### src/scl_defines.vh
`ifndef SCL_DEFINES_VH
`define SCL_DEFINES_VH

// register byte offsets, decoded over the low address byte
`define SCL_ADDR_BITS 8
`define SCL_OFF_LED_FUNC 8'h00
`define SCL_OFF_LED_MODE 8'h04
`define SCL_OFF_SIG_DETECT 8'h08
`define SCL_OFF_ADDR 8'h0C
`define SCL_OFF_STRAP 8'h10

// strap code layout, four bits per strap pin
`define SCL_PIN_COUNT 5
`define SCL_CODE_W 4
`define SCL_CODE_RAIL 3
`define SCL_CODE_COMBINE 2
`define SCL_CODE_DETECT_POL 2
`define SCL_CODE_SWAP 1
`define SCL_CODE_COPPER 0

// indicator mode register fields
`define SCL_MODE_COPPER_BIT 15
`define SCL_MODE_STATUS_LSB 0

// signal detect register fields
`define SCL_DETECT_POL_BIT 0
`define SCL_DETECT_STAT_BIT 8

// station address register fields
`define SCL_ADDR_PORT0_LSB 0
`define SCL_ADDR_PORT1_LSB 8
`define SCL_ADDR_SWAP_BIT 16

// reset values of the writable fields before the strap load
`define SCL_RST_LED_FUNC 16'h0000
`define SCL_RST_STATUS_ONLY 4'h0
`define SCL_RST_COPPER_ONLY 1'b0
`define SCL_RST_DETECT_POL 1'b0

// bus responses
`define SCL_RESP_OKAY 2'b00
`define SCL_RESP_SLVERR 2'b10

`endif

### src/scl_strap_sync.v
// two-stage synchroniser for one strap pin and its sensed resistor step
module scl_strap_sync (
    input wire aclk,
    input wire rail_high,
    input wire [2:0] step,
    output reg [3:0] code
);

    reg [3:0] stage1;

    // first stage feeds only the second
    always @(posedge aclk) begin
        stage1 <= {rail_high, step};
        code <= stage1;
    end

endmodule

### src/scl_strap_loader.v
// The AXI4-Lite interface to the registers and the placing of the registers are this design's own decisions.
`include "scl_defines.vh"

// How it works
// - pin 4 code bit 2 sets signal-detect polarity default; one means active low.
// - pin 4 code bit 1 swaps which port answers address LSB zero or one.
// - pin 4 code bit 0 sets default copper-only indicator reporting.
// - code bit 2 of pins 3..0 sets each indicator's combine bit default.
// - combine bit one gives steady status only, no activity or collision blinking.
// - code bit 3 of pins 2..0 gives the upper three station address bits.
// - address bit 4 from pin 2, bit 3 from pin 1, bit 2 from pin 0.
// - pin 3 code bits 1:0 set indicator 3 function field default.
// - pin 2 code bits 1:0 set indicator 2 function field default.
// - pin 1 code bits 1:0 set indicator 1 function field default.
// - pin 0 code bits 1:0 set indicator 0 function field default.
// - rail tie sets code bit 3: ground gives zero, supply gives one.
// - resistor step sets code bits 2:0, direct tie giving zero.
// - management writes override the limited strap defaults.
// - with straps grounded every strap setting except address bits and port swap stays writable by software.
// - address bits and port swap come only from straps, never writes.
module scl_strap_loader (
    input wire aclk,
    input wire aresetn,
    input wire [4:0] config_strap_pin_rail,
    input wire [14:0] config_strap_pin_step,
    input wire signal_detect_input,
    output reg signal_detect_active,
    output reg signal_detect_active_low,
    output reg port_address_swap,
    output reg [2:0] station_address_upper,
    output reg [4:0] port0_station_address,
    output reg [4:0] port1_station_address,
    output reg [15:0] indicator_function,
    output reg [3:0] indicator_status_only,
    output reg indicator_copper_only,
    output reg config_loaded,
    input wire [31:0] s_axi_awaddr,
    input wire [2:0] s_axi_awprot,
    input wire s_axi_awvalid,
    output reg s_axi_awready,
    input wire [31:0] s_axi_wdata,
    input wire [3:0] s_axi_wstrb,
    input wire s_axi_wvalid,
    output reg s_axi_wready,
    output reg [1:0] s_axi_bresp,
    output reg s_axi_bvalid,
    input wire s_axi_bready,
    input wire [31:0] s_axi_araddr,
    input wire [2:0] s_axi_arprot,
    input wire s_axi_arvalid,
    output reg s_axi_arready,
    output reg [31:0] s_axi_rdata,
    output reg [1:0] s_axi_rresp,
    output reg s_axi_rvalid,
    input wire s_axi_rready
);

    wire [19:0] live_code;
    reg [19:0] held_code;
    reg load_pending;
    reg sd_s1;
    reg sd_s2;

    // per-pin code fields of the captured straps
    wire [3:0] code0;
    wire [3:0] code1;
    wire [3:0] code2;
    wire [3:0] code3;
    wire [3:0] code4;

    assign code0 = held_code[3:0];
    assign code1 = held_code[7:4];
    assign code2 = held_code[11:8];
    assign code3 = held_code[15:12];
    assign code4 = held_code[19:16];

    // strap fields named after the settings they default
    wire strap_detect_pol;
    wire strap_swap;
    wire strap_copper;
    wire [3:0] strap_combine;
    wire [2:0] strap_upper;
    wire [15:0] strap_func;

    assign strap_detect_pol = code4[`SCL_CODE_DETECT_POL];
    assign strap_swap = code4[`SCL_CODE_SWAP];
    assign strap_copper = code4[`SCL_CODE_COPPER];
    assign strap_combine[3] = code3[`SCL_CODE_COMBINE];
    assign strap_combine[2] = code2[`SCL_CODE_COMBINE];
    assign strap_combine[1] = code1[`SCL_CODE_COMBINE];
    assign strap_combine[0] = code0[`SCL_CODE_COMBINE];
    assign strap_upper[2] = code2[`SCL_CODE_RAIL];
    assign strap_upper[1] = code1[`SCL_CODE_RAIL];
    assign strap_upper[0] = code0[`SCL_CODE_RAIL];
    assign strap_func[15:12] = {2'h0, code3[1:0]};
    assign strap_func[11:8] = {2'h0, code2[1:0]};
    assign strap_func[7:4] = {2'h0, code1[1:0]};
    assign strap_func[3:0] = {2'h0, code0[1:0]};

    // one synchroniser per strap pin
    genvar gi;
    generate
        for (gi = 0; gi < `SCL_PIN_COUNT; gi = gi + 1) begin : g_pin
            scl_strap_sync u_sync (
                .aclk(aclk),
                .rail_high(config_strap_pin_rail[gi]),
                .step(config_strap_pin_step[3*gi+2:3*gi]),
                .code(live_code[4*gi+3:4*gi])
            );
        end
    endgenerate

    // sample straps throughout reset, freeze at release
    always @(posedge aclk) begin
        if (!aresetn) begin
            held_code <= live_code;
        end
    end

    // one load cycle right after reset release
    always @(posedge aclk) begin
        if (!aresetn) begin
            load_pending <= 1'b1;
            config_loaded <= 1'b0;
        end else if (load_pending) begin
            load_pending <= 1'b0;
            config_loaded <= 1'b1;
        end
    end

    // strap-only address settings, no bus path reaches them
    always @(posedge aclk) begin
        if (!aresetn) begin
            port_address_swap <= 1'b0;
            station_address_upper <= 3'b000;
            port0_station_address <= 5'b00000;
            port1_station_address <= 5'b00001;
        end else if (load_pending) begin
            port_address_swap <= strap_swap;
            station_address_upper <= strap_upper;
            port0_station_address <= {strap_upper, 1'h0, strap_swap};
            port1_station_address <= {strap_upper, 1'h0, ~strap_swap};
        end
    end

    // bus write bookkeeping
    reg aw_held;
    reg w_held;
    reg [7:0] aw_addr;
    reg [31:0] w_data;
    reg [3:0] w_strb;
    wire do_write;
    wire wr_func;
    wire wr_mode;
    wire wr_sig;
    wire wr_port_addr;
    wire wr_strap_img;
    wire wr_ro;
    wire wr_mapped;

    // decode of the held write address; read-only words answer but keep their value
    assign do_write = aw_held && w_held && !s_axi_bvalid;
    assign wr_func = (aw_addr == `SCL_OFF_LED_FUNC);
    assign wr_mode = (aw_addr == `SCL_OFF_LED_MODE);
    assign wr_sig = (aw_addr == `SCL_OFF_SIG_DETECT);
    assign wr_port_addr = (aw_addr == `SCL_OFF_ADDR);
    assign wr_strap_img = (aw_addr == `SCL_OFF_STRAP);
    assign wr_ro = wr_port_addr || wr_strap_img;
    assign wr_mapped = wr_func || wr_mode || wr_sig || wr_ro;

    // write address channel, accepted only after the strap load
    always @(posedge aclk) begin
        if (!aresetn) begin
            aw_held <= 1'b0;
            aw_addr <= 8'h00;
            s_axi_awready <= 1'b0;
        end else begin
            if (s_axi_awvalid && s_axi_awready) begin
                aw_held <= 1'b1;
                aw_addr <= {s_axi_awaddr[7:2], 2'b00};
                s_axi_awready <= 1'b0;
            end else if (do_write) begin
                aw_held <= 1'b0;
            end else begin
                s_axi_awready <= config_loaded && !aw_held && !s_axi_bvalid;
            end
        end
    end

    // write data channel, taken independently of the address
    always @(posedge aclk) begin
        if (!aresetn) begin
            w_held <= 1'b0;
            w_data <= 32'h00000000;
            w_strb <= 4'h0;
            s_axi_wready <= 1'b0;
        end else begin
            if (s_axi_wvalid && s_axi_wready) begin
                w_held <= 1'b1;
                w_data <= s_axi_wdata;
                w_strb <= s_axi_wstrb;
                s_axi_wready <= 1'b0;
            end else if (do_write) begin
                w_held <= 1'b0;
            end else begin
                s_axi_wready <= config_loaded && !w_held && !s_axi_bvalid;
            end
        end
    end

    // write response once both halves are in
    always @(posedge aclk) begin
        if (!aresetn) begin
            s_axi_bvalid <= 1'b0;
            s_axi_bresp <= `SCL_RESP_OKAY;
        end else if (do_write) begin
            s_axi_bvalid <= 1'b1;
            s_axi_bresp <= wr_mapped ? `SCL_RESP_OKAY : `SCL_RESP_SLVERR;
        end else if (s_axi_bready) begin
            s_axi_bvalid <= 1'b0;
        end
    end

    // byte-lane merges of the writable images, unstrobed lanes keep their value
    wire [15:0] func_merged;
    wire [3:0] status_merged;
    wire copper_merged;
    wire detect_pol_merged;

    assign func_merged = {w_strb[1] ? w_data[15:8] : indicator_function[15:8],
                          w_strb[0] ? w_data[7:0] : indicator_function[7:0]};
    assign status_merged = w_strb[0] ? w_data[`SCL_MODE_STATUS_LSB+3:`SCL_MODE_STATUS_LSB]
                                     : indicator_status_only;
    assign copper_merged = w_strb[1] ? w_data[`SCL_MODE_COPPER_BIT] : indicator_copper_only;
    assign detect_pol_merged = w_strb[0] ? w_data[`SCL_DETECT_POL_BIT]
                                         : signal_detect_active_low;

    // indicator function fields: strap default, then software
    always @(posedge aclk) begin
        if (!aresetn) begin
            indicator_function <= `SCL_RST_LED_FUNC;
        end else if (load_pending) begin
            indicator_function <= strap_func;
        end else if (do_write && wr_func) begin
            indicator_function <= func_merged;
        end
    end

    // indicator combine and copper-only bits
    always @(posedge aclk) begin
        if (!aresetn) begin
            indicator_status_only <= `SCL_RST_STATUS_ONLY;
            indicator_copper_only <= `SCL_RST_COPPER_ONLY;
        end else if (load_pending) begin
            indicator_status_only <= strap_combine;
            indicator_copper_only <= strap_copper;
        end else if (do_write && wr_mode) begin
            indicator_status_only <= status_merged;
            indicator_copper_only <= copper_merged;
        end
    end

    // signal detect polarity control
    always @(posedge aclk) begin
        if (!aresetn) begin
            signal_detect_active_low <= `SCL_RST_DETECT_POL;
        end else if (load_pending) begin
            signal_detect_active_low <= strap_detect_pol;
        end else if (do_write && wr_sig) begin
            signal_detect_active_low <= detect_pol_merged;
        end
    end

    // signal detect pin synchroniser and polarity apply
    always @(posedge aclk) begin
        sd_s1 <= signal_detect_input;
        sd_s2 <= sd_s1;
    end

    always @(posedge aclk) begin
        if (!aresetn) begin
            signal_detect_active <= 1'b0;
        end else begin
            signal_detect_active <= sd_s2 ^ signal_detect_active_low;
        end
    end

    // read mux over the low address byte
    reg [31:0] rd_word;
    reg rd_hit;
    wire [7:0] rd_addr;

    assign rd_addr = {s_axi_araddr[7:2], 2'h0};

    always @* begin
        rd_word = 32'h00000000;
        rd_hit = 1'b1;
        case (rd_addr)
            `SCL_OFF_LED_FUNC: begin
                rd_word[15:0] = indicator_function;
            end
            `SCL_OFF_LED_MODE: begin
                rd_word[`SCL_MODE_COPPER_BIT] = indicator_copper_only;
                rd_word[`SCL_MODE_STATUS_LSB+3:`SCL_MODE_STATUS_LSB] = indicator_status_only;
            end
            `SCL_OFF_SIG_DETECT: begin
                rd_word[`SCL_DETECT_POL_BIT] = signal_detect_active_low;
                rd_word[`SCL_DETECT_STAT_BIT] = signal_detect_active;
            end
            `SCL_OFF_ADDR: begin
                rd_word[`SCL_ADDR_PORT0_LSB+4:`SCL_ADDR_PORT0_LSB] = port0_station_address;
                rd_word[`SCL_ADDR_PORT1_LSB+4:`SCL_ADDR_PORT1_LSB] = port1_station_address;
                rd_word[`SCL_ADDR_SWAP_BIT] = port_address_swap;
            end
            `SCL_OFF_STRAP: begin
                rd_word[19:0] = held_code;
            end
            default: begin
                rd_hit = 1'b0;
            end
        endcase
    end

    // read channel, one read at a time
    always @(posedge aclk) begin
        if (!aresetn) begin
            s_axi_arready <= 1'b0;
            s_axi_rvalid <= 1'b0;
            s_axi_rdata <= 32'h00000000;
            s_axi_rresp <= `SCL_RESP_OKAY;
        end else begin
            if (s_axi_arvalid && s_axi_arready) begin
                s_axi_arready <= 1'b0;
                s_axi_rvalid <= 1'b1;
                s_axi_rdata <= rd_word;
                s_axi_rresp <= rd_hit ? `SCL_RESP_OKAY : `SCL_RESP_SLVERR;
            end else if (s_axi_rvalid) begin
                if (s_axi_rready) begin
                    s_axi_rvalid <= 1'b0;
                end
            end else begin
                s_axi_arready <= config_loaded;
            end
        end
    end

endmodule

### config.mk
export PLATFORM = sky130hd
export DESIGN_NAME = scl_strap_loader
export DESIGN_NICKNAME = d
export VERILOG_FILES = /design/src/scl_strap_sync.v /design/src/scl_strap_loader.v
export VERILOG_INCLUDE_DIRS = /design/src
export SDC_FILE = /design/constraint.sdc
export NUM_CORES = 1
export LEC_CHECK = 0
export BUFFER_PORTS_ARGS = -buffer_cell sky130_fd_sc_hd__buf_2
export CAP_MARGIN = 0
export CORE_MARGIN = 2
export CORE_UTILIZATION = 51
export DETAILED_ROUTE_END_ITERATION = 8
export PLACE_DENSITY = 0.84
export SETUP_SLACK_MARGIN = 0.15
export SYNTH_ARGS = -nofsm -noshare
export SYNTH_HDL_FRONTEND = slang
export SYNTH_SLANG_ARGS = --single-unit
### constraint.sdc
create_clock -name aclk -period 4.03 [get_ports aclk]
set_clock_uncertainty 0.2 [all_clocks]
set_input_delay 0.806 -clock aclk [delete_from_list [all_inputs] [get_ports aclk]]
set_output_delay 0.806 -clock aclk [all_outputs]
set_load 0.005 [all_outputs]
==> summary.txt, run 1 <==
Power
  • Static Leak: ~0.0027 uW
  • Tot Pwr: ~3200 uW
  • Maximum vdd drop: 311 uV
  • Power per cell area: 519 nW/um^2

Finish
  • Area grow syn2layout: 21.4%
  • Fin nets: 723
  • Fillcell total: just under 800
  • # diodes: 0
  • Design area: between 6000 and 7000 um^2
  • Share of cells above drive strength 1: 0.267

Clock network
  • H-Tree Depth: 4
  • CTS root buf: clkbuf_8
  • Clk sink count: 145
  • Hold-fix buffers, CTS: 0
  • CTS tree: yes
  • Clock-pin slew on the worst setup and hold paths: 0.06 ns
  • Clock latency on the worst-skew pair: 0.52 ns
  • Post-CTS sizing: 0
  • Total CTS buffers: 17
  • Clk buf depth: 2
  • Post-CTS Setup Inserts: 0

Timing
  • Tmin final: between 2 and 2.5 ns
  • Setup ws final: roughly 1.7 ns
  • Setup TNS: 0 ns
  • Hold Vio Cnt, Final: 0
  • Final Setup Violations: 0
  • Rel. slew slack: 0.433
  • Fmax: 427 MHz
  • Fin crit share: 0.581
  • RSZ-0062 raised after global routing: false
  • Pins over their slew limit: 0
  • Worst-Margin Slew: about 0.85 ns

Die
  • Starting Density: 0.521
  • Core area: 9730 um^2
  • I/O pin count: roughly 210
  • Die ar.: ~11,000 um^2
  • Die span in x: just over 100 um
  • Die Ht: 104 um
  • FP Rows: 36

Yosys
  • Cell variety after synth: 43
  • Main combinational cell family by area after synthesis: simple AND/OR/NAND/NOR gates
  • Post-synthesis adder-cell area fraction: 0
  • Seq/Total Area, Yosys: 0.612
  • Post-Synth Simple-Gate Area: 0.132
  • Complex-gate fraction of the synthesized area: 0.127
  • Top-count cell post-synth: dfxtp_1
  • Post-synthesis xor/xnor area fraction: 0.00173
  • Async SR Flop Fraction: 0
  • Post-synth top cells: dfxtp_1, nand2_1, a21oi_1
  • Syn Std Cell Area: just over 5000 um^2
  • Top cells by area, synth: dfxtp_1, edfxtp_1, mux2i_1
  • Synth Register Bits: between 100 and 150
  • Post-synth top area cell: dfxtp_1
  • Ys Warns: 0
  • Gate Count Post-Synth: ~480
  • Post-synthesis mux area share: 0.0612
  • EDFF count, synth: 20
  • Yosys top cell area share: 0.493
  • Predominant post-synthesis flop cell: dfxtp_1
  • Synth Area per Inst: about 10 um^2

Routing
  • Routed len/inst: 16.5 um
  • Iteration-0 DRC Markers: 287
  • Met3 WL: 1.04 mm
  • Antenna-violating nets left: 0
  • Routed vias: a little under 4,000
  • Wire length on met2: approximately 6.0 mm
  • Met1 WL: ~4.8 mm
  • Drt drc: 0
  • DRT Pass-1 Iters: 6
  • Final WL: roughly 12 mm
  • Avg Vias per Cell: 5.36
  • Top routing layer in use: met4

Place
  • Hpwl dp: about 8.3 mm
  • Dpl cell area: 5600 um^2
  • Place WS: between 1 and 1.5 ns
  • RePlAce Congestion: 0.827
  • Port Buffers: between 100 and 150

Critical path
  • Worst EP required: roughly 4.3 ns
  • Worst setup SP type: primary input
  • Largest fanout on the critical path: 19
  • Worst Setup End Kind: register
  • Critical path class: in2reg
  • Arrival @ worst endpoint: roughly 2.6 ns

Global route
  • Initial antenna violation count: 0
  • Pin count of the biggest net entering global routing: 62
  • Vias in the first global route: 3,826
  • First-pass GRT wire length: approximately 19 mm
  • Total track usage: 0.227
  • GR Overflow Total: 0

Outcome
  • Outcome: completed

Min path
  • Min-delay worst type: reg2reg

Flow run
  • MaxCap Viol Count: 0
==> cells in the final DEF, fill, tap and decap left out, drive strengths merged, types with 3 or more instances in the layout <==
| cell | n |
|---|---|
| nand3b | 3 |
| clkbuf | 18 |
| mux2i | 31 |
| o21ai | 32 |
| nor2 | 28 |
| a222oi | 5 |
| buf | 121 |
| nor3 | 9 |
| nand2 | 66 |
| clkinv | 6 |
| dfxtp | 125 |
| a21oi | 54 |
| nand4 | 6 |
| conb | 16 |
| edfxtp | 20 |
| nand2b | 3 |
| inv | 9 |
| nand3 | 13 |
| a221oi | 8 |
| clkinvlp | 4 |
==> power by group <==
part | switching (uW) | internal (uW) | leakage [uW] | total, uW
clock network | 591 | 877 | 0.000265 | 1470
logic | 93.8 | 65.5 | 0.00123 | 159
registers | 39.3 | 1530 | 0.00123 | 1570
total | 724 | 2470 | 0.00272 | 3200
==> state kept, by name, indices dropped and copies added, names as in the netlist, 2 cells and up <==
name / count
aw_addr: 6
g_pin.u_sync.code: 20
g_pin.u_sync.stage1: 20
held_code: 20
indicator_function: 16
indicator_status_only: 4
s_axi_rdata: 20
station_address_upper: 3
w_data: 16
w_strb: 2
==> per-layer routing <==
layer,track usage,up-vias
met3,0.0736,27
met5,0,-
li1,-,1872
met2,0.379,184
met4,0.110,0
met1,0.265,1854
==> cell type report <==
class	instances	area [um^2]	area share
inverters	7	26.3	0.00427
repair buffers	121	608	0.0988
clock inverters	14	140	0.0228
flip-flops and latches	145	3100	0.504
multi-input cells	297	1690	0.275
clock buffers	18	418	0.0679
well taps	133	166	0.0270
==> critical path: stages <==
cell and delay [ns]:
buf_2 0.10, or3_4 0.46, nor3_4 0.71, a222oi_1 0.26, o21ai_0 0.23
==> cells by family after synthesis <==
kind of cell,after synthesis
flip-flops,145
AND/OR/NAND/NOR,139
AO/OA/AOI/OAI,110
buffers and inverters,57
multiplexers,31
XOR/XNOR,1
other,1
==> per-stage QoR <==
stage	util	hold WS, ns	std cells
after floorplan	-	0.110	499
after global placement	0.575	0.110	703
after detailed placement	0.575	0.112	703
after CTS	0.633	0.126	735
after global routing	0.633	0.128	735
final	0.633	0.126	735
==> final timing paths <==
check	cells past startpoint	startpoint	endpoint	slack (ns)
max	5	s_axi_araddr[5]	s_axi_rdata[12]	1.69
min	0	g_pin[4].u_sync.stage1[3]	g_pin[4].u_sync.code[3]	0.13
max reg2reg	4	s_axi_arready	s_axi_rdata[11]	1.93
min reg2reg	0	g_pin[4].u_sync.stage1[3]	g_pin[4].u_sync.code[3]	0.13
No activity file was read; power rests on OpenSTA's default activity.
==> inputs of run 2 (changes only) <==
--- a/config.mk
+++ b/config.mk
@@ -6,12 +6,13 @@
 export SDC_FILE = /design/constraint.sdc
 export NUM_CORES = 1
 export LEC_CHECK = 0
+export ABC_AREA = 1
 export BUFFER_PORTS_ARGS = -buffer_cell sky130_fd_sc_hd__buf_2
 export CAP_MARGIN = 0
 export CORE_MARGIN = 2
-export CORE_UTILIZATION = 51
+export CORE_UTILIZATION = 48
 export DETAILED_ROUTE_END_ITERATION = 8
-export PLACE_DENSITY = 0.84
+export PLACE_DENSITY = 0.79
 export SETUP_SLACK_MARGIN = 0.15
 export SYNTH_ARGS = -nofsm -noshare
 export SYNTH_HDL_FRONTEND = slang
==> constraint.sdc (replaced) <==
create_clock -name aclk -period 2.18 [get_ports aclk]
set_clock_uncertainty 0.2 [all_clocks]
set_input_delay 0.436 -clock aclk [delete_from_list [all_inputs] [get_ports aclk]]
set_output_delay 0.436 -clock aclk [all_outputs]
set_load 0.005 [all_outputs]
==> summary.txt, run 2 <==
Outcome
  • Outcome: complete, but fails checks (was completed)
  • Failing checks: negative hold slack

Clock network
  • CTS tree: yes (unchanged)
  • Clk sink count: 145 (unchanged)
  • Clock latency on the worst-skew pair: 0.53 ns (was 0.52 ns)
  • Post-CTS Setup Inserts: 0 (unchanged)
  • Clock-pin slew on the worst setup and hold paths: 0.07 ns (was 0.06 ns)
  • Clk buf depth: 2 (unchanged)
  • H-Tree Depth: 4 (unchanged)
  • CTS root buf: clkbuf_8 (unchanged)
  • Total CTS buffers: 17 (unchanged)

Routing
  • Iteration-0 DRC Markers: 412 (was 287)
  • Routed len/inst: 14.7 um (was 16.5 um)
  • Final WL: 13.5 mm (was 12.1 mm)
  • Avg Vias per Cell: 5.08 (was 5.36)
  • Antenna-violating nets left: 0 (unchanged)
  • DRT Pass-1 Iters: 8 (was 6)
  • Routed vias: 4,649 (was 3,937)
  • Drt drc: 0 (unchanged)

Timing
  • Setup ws final: 0.347 ns (was 1.69 ns)
  • RSZ-0062 raised after global routing: false (unchanged)
  • Final Setup Violations: 0 (unchanged)
  • Setup TNS: 0 ns (unchanged)
  • Rel. slew slack: 0.610 (was 0.433)
  • Worst-Margin Slew: 0.584 ns (was 0.850 ns)
  • Fin crit share: 0.841
  • Hold slack final: -0.00195 ns (was 0.126 ns)
  • Pins over their slew limit: 0 (unchanged)
  • Hold Vio Cnt, Final: 1 (was 0)
  • Fmax: approximately 550 MHz
  • Tmin final: ~1.8 ns

Min path
  • Min-delay worst type: in2reg (was reg2reg)

Place
  • Dpl cell area: 5940 um^2 (was 5600 um^2)
  • RePlAce Congestion: 0.898 (was 0.827)
  • Port Buffers: 120 (unchanged)
  • Place WS: 0.154 ns (was 1.17 ns)
  • Hpwl dp: 9.33 mm (was 8.32 mm)

Yosys
  • Synth Register Bits: 145 (unchanged)
  • Top cells by area, synth: dfxtp_1, edfxtp_1, nand2_1 (was dfxtp_1, edfxtp_1, mux2i_1)
  • Syn Std Cell Area: 5280 um^2 (was 5070 um^2)
  • Post-synth top cells: dfxtp_1, nand2_1, nor2_1 (was dfxtp_1, nand2_1, a21oi_1)
  • Async SR Flop Fraction: 0 (unchanged)
  • Gate Count Post-Synth: 608 (was 484)
  • Ys Warns: 0 (unchanged)
  • Yosys top cell area share: 0.474 (was 0.493)
  • Predominant post-synthesis flop cell: dfxtp_1 (unchanged)
  • Seq/Total Area, Yosys: 0.587 (was 0.612)
  • Post-synth top area cell: dfxtp_1 (unchanged)
  • Synth Area per Inst: 8.69 um^2 (was 10.5 um^2)
  • Cell variety after synth: 28 (was 43)
  • Top-count cell post-synth: dfxtp_1 (unchanged)
  • EDFF count, synth: 20 (unchanged)

Finish
  • Fillcell total: 830 (was 771)
  • Post-layout util: 0.641 (was 0.633)
  • Share of cells above drive strength 1: 0.232 (was 0.267)
  • Commonest non-fill, non-tap cell in the layout: dfxtp_1 (unchanged)
  • Area grow syn2layout: 30.9% (was 21.4%)
  • Register Area: 3100 um^2 (unchanged)
  • Commonest cells after routing, fill and taps aside: dfxtp_1, buf_2, nand2_1 (unchanged)
  • Multi-input logic area: 1690 um^2 (about the same)
  • Fin nets: 896 (was 723)
  • Design area: 6920 um^2 (was 6160 um^2)
  • # diodes: 0 (unchanged)

Die
  • Die ar.: 11,900 um^2 (was 10,800 um^2)
  • FP Rows: 38 (was 36)
  • I/O pin count: 213 (unchanged)
  • Starting Density: 0.490 (was 0.521)
  • Die span in x: 109 um (was 104 um)
  • Core area: 10,800 um^2 (was 9730 um^2)
  • Die Ht: 109 um (was 104 um)

Power
  • Static Leak: 0.00320 uW (was 0.00272 uW)
  • Switching part of the total: 0.243 (was 0.227)
  • Comb power frac: 0.065 (was 0.050)
  • Clock share of power: 0.480 (was 0.459)
  • Sequential Power Share: 0.455 (was 0.491)
  • Switching power: 1550 uW (was 724 uW)
  • Cell Int Power: 4830 uW (was 2470 uW)
  • Power per cell area: 921 nW/um^2 (was 519 nW/um^2)
  • Maximum vdd drop: 522 uV (was 311 uV)

Global route
  • Total track usage: 0.234 (was 0.227)
  • Vias in the first global route: 4,409 (was 3,826)
  • Initial antenna violation count: 0 (unchanged)
  • First-pass GRT wire length: 21.0 mm (was 19.0 mm)
  • GR Overflow Total: 0 (unchanged)
  • Pin count of the biggest net entering global routing: 34 (was 62)

Critical path
  • Critical path class: reg2reg (was in2reg)
  • Worst setup SP type: register (was primary input)
  • Arrival @ worst endpoint: 2.05 ns (was 2.57 ns)
  • Largest fanout on the critical path: 11 (was 19)
  • Worst Setup End Kind: register (unchanged)
  • Worst EP required: 2.39 ns (was 4.26 ns)

Flow run
  • MaxCap Viol Count: 0 (unchanged)
==> run 2: worst max-delay path, stage by stage (launching register included) <==
cell     delay, ns
dfxtp_1       0.32
nor2_1        0.15
nand2_1       0.11
nor2_1        0.32
nand2_2       0.26
o21ai_0       0.29
a21oi_1       0.07
==> run 2: final timing paths <==
kind / slack, ns / from / depth (start not counted) / endpoint
max reg2reg: 0.35 / aw_addr[7] / 6 / indicator_function[2]
min: -0.002 / s_axi_awaddr[6] / 3 / aw_addr[6]
max: 0.35 / aw_addr[7] / 6 / indicator_function[2]
min reg2reg: 0.12 / g_pin[2].u_sync.stage1[3] / 0 / g_pin[2].u_sync.code[3]
==> run 2: per-stage QoR <==
step / hold slack, ns / total power (uW) / instances
floorplan: 0.110 / 3160 / 623
global placement: 0.111 / 3290 / 848
detailed placement: 0.112 / 3310 / 848
CTS: 0.00121 / 6390 / 915
global route: 0.0144 / 6600 / 915
finish: -0.00195 / 6370 / 915
==> run 2: layer usage <==
layer / GRT usage / up-vias / part of all wire
met3: 0.0873 / 34 / 0.089
met1: 0.275 / 2144 / 0.40
met2: 0.381 / 220 / 0.49
li1: - / 2251 / -
met5: 0 / - / 0
met4: 0.103 / 0 / 0.025
==> run 2: power groups by stage <==
stage	sequential (uW)	combinational [uW]	clock, uW
floorplan	2930	233	0
global placement	2950	346	0
detailed placement	2950	357	0
CTS	2890	410	3080
global route	2910	463	3230
finish	2900	416	3060
==> run 2: kinds of logic (layout without fill, tap and decap cells) <==
kind of cell           Yosys count  count (layout)  synth area share
other                            1              16          0.000710
AND/OR/NAND/NOR                241             241             0.202
flip-flops                     145             145             0.587
AO/OA/AOI/OAI                  105             105             0.105
XOR/XNOR                         1               1           0.00166
buffers and inverters          115             267             0.104
==> run 2: repair_timing <==
action	CTS	global route
hold buffers	35	0
resized for setup	0	1
hold endpoints to repair	35	0
endpoints found under the setup margin	0	3
==> run 2: area by class of cell <==
type | instances | share of cell area
repair buffers | 170 | 0.156
inverters | 65 | 0.0353
clock buffers | 17 | 0.0599
clock inverters | 15 | 0.0308
flip-flops and latches | 145 | 0.449
well taps | 140 | 0.0253
multi-input cells | 363 | 0.245
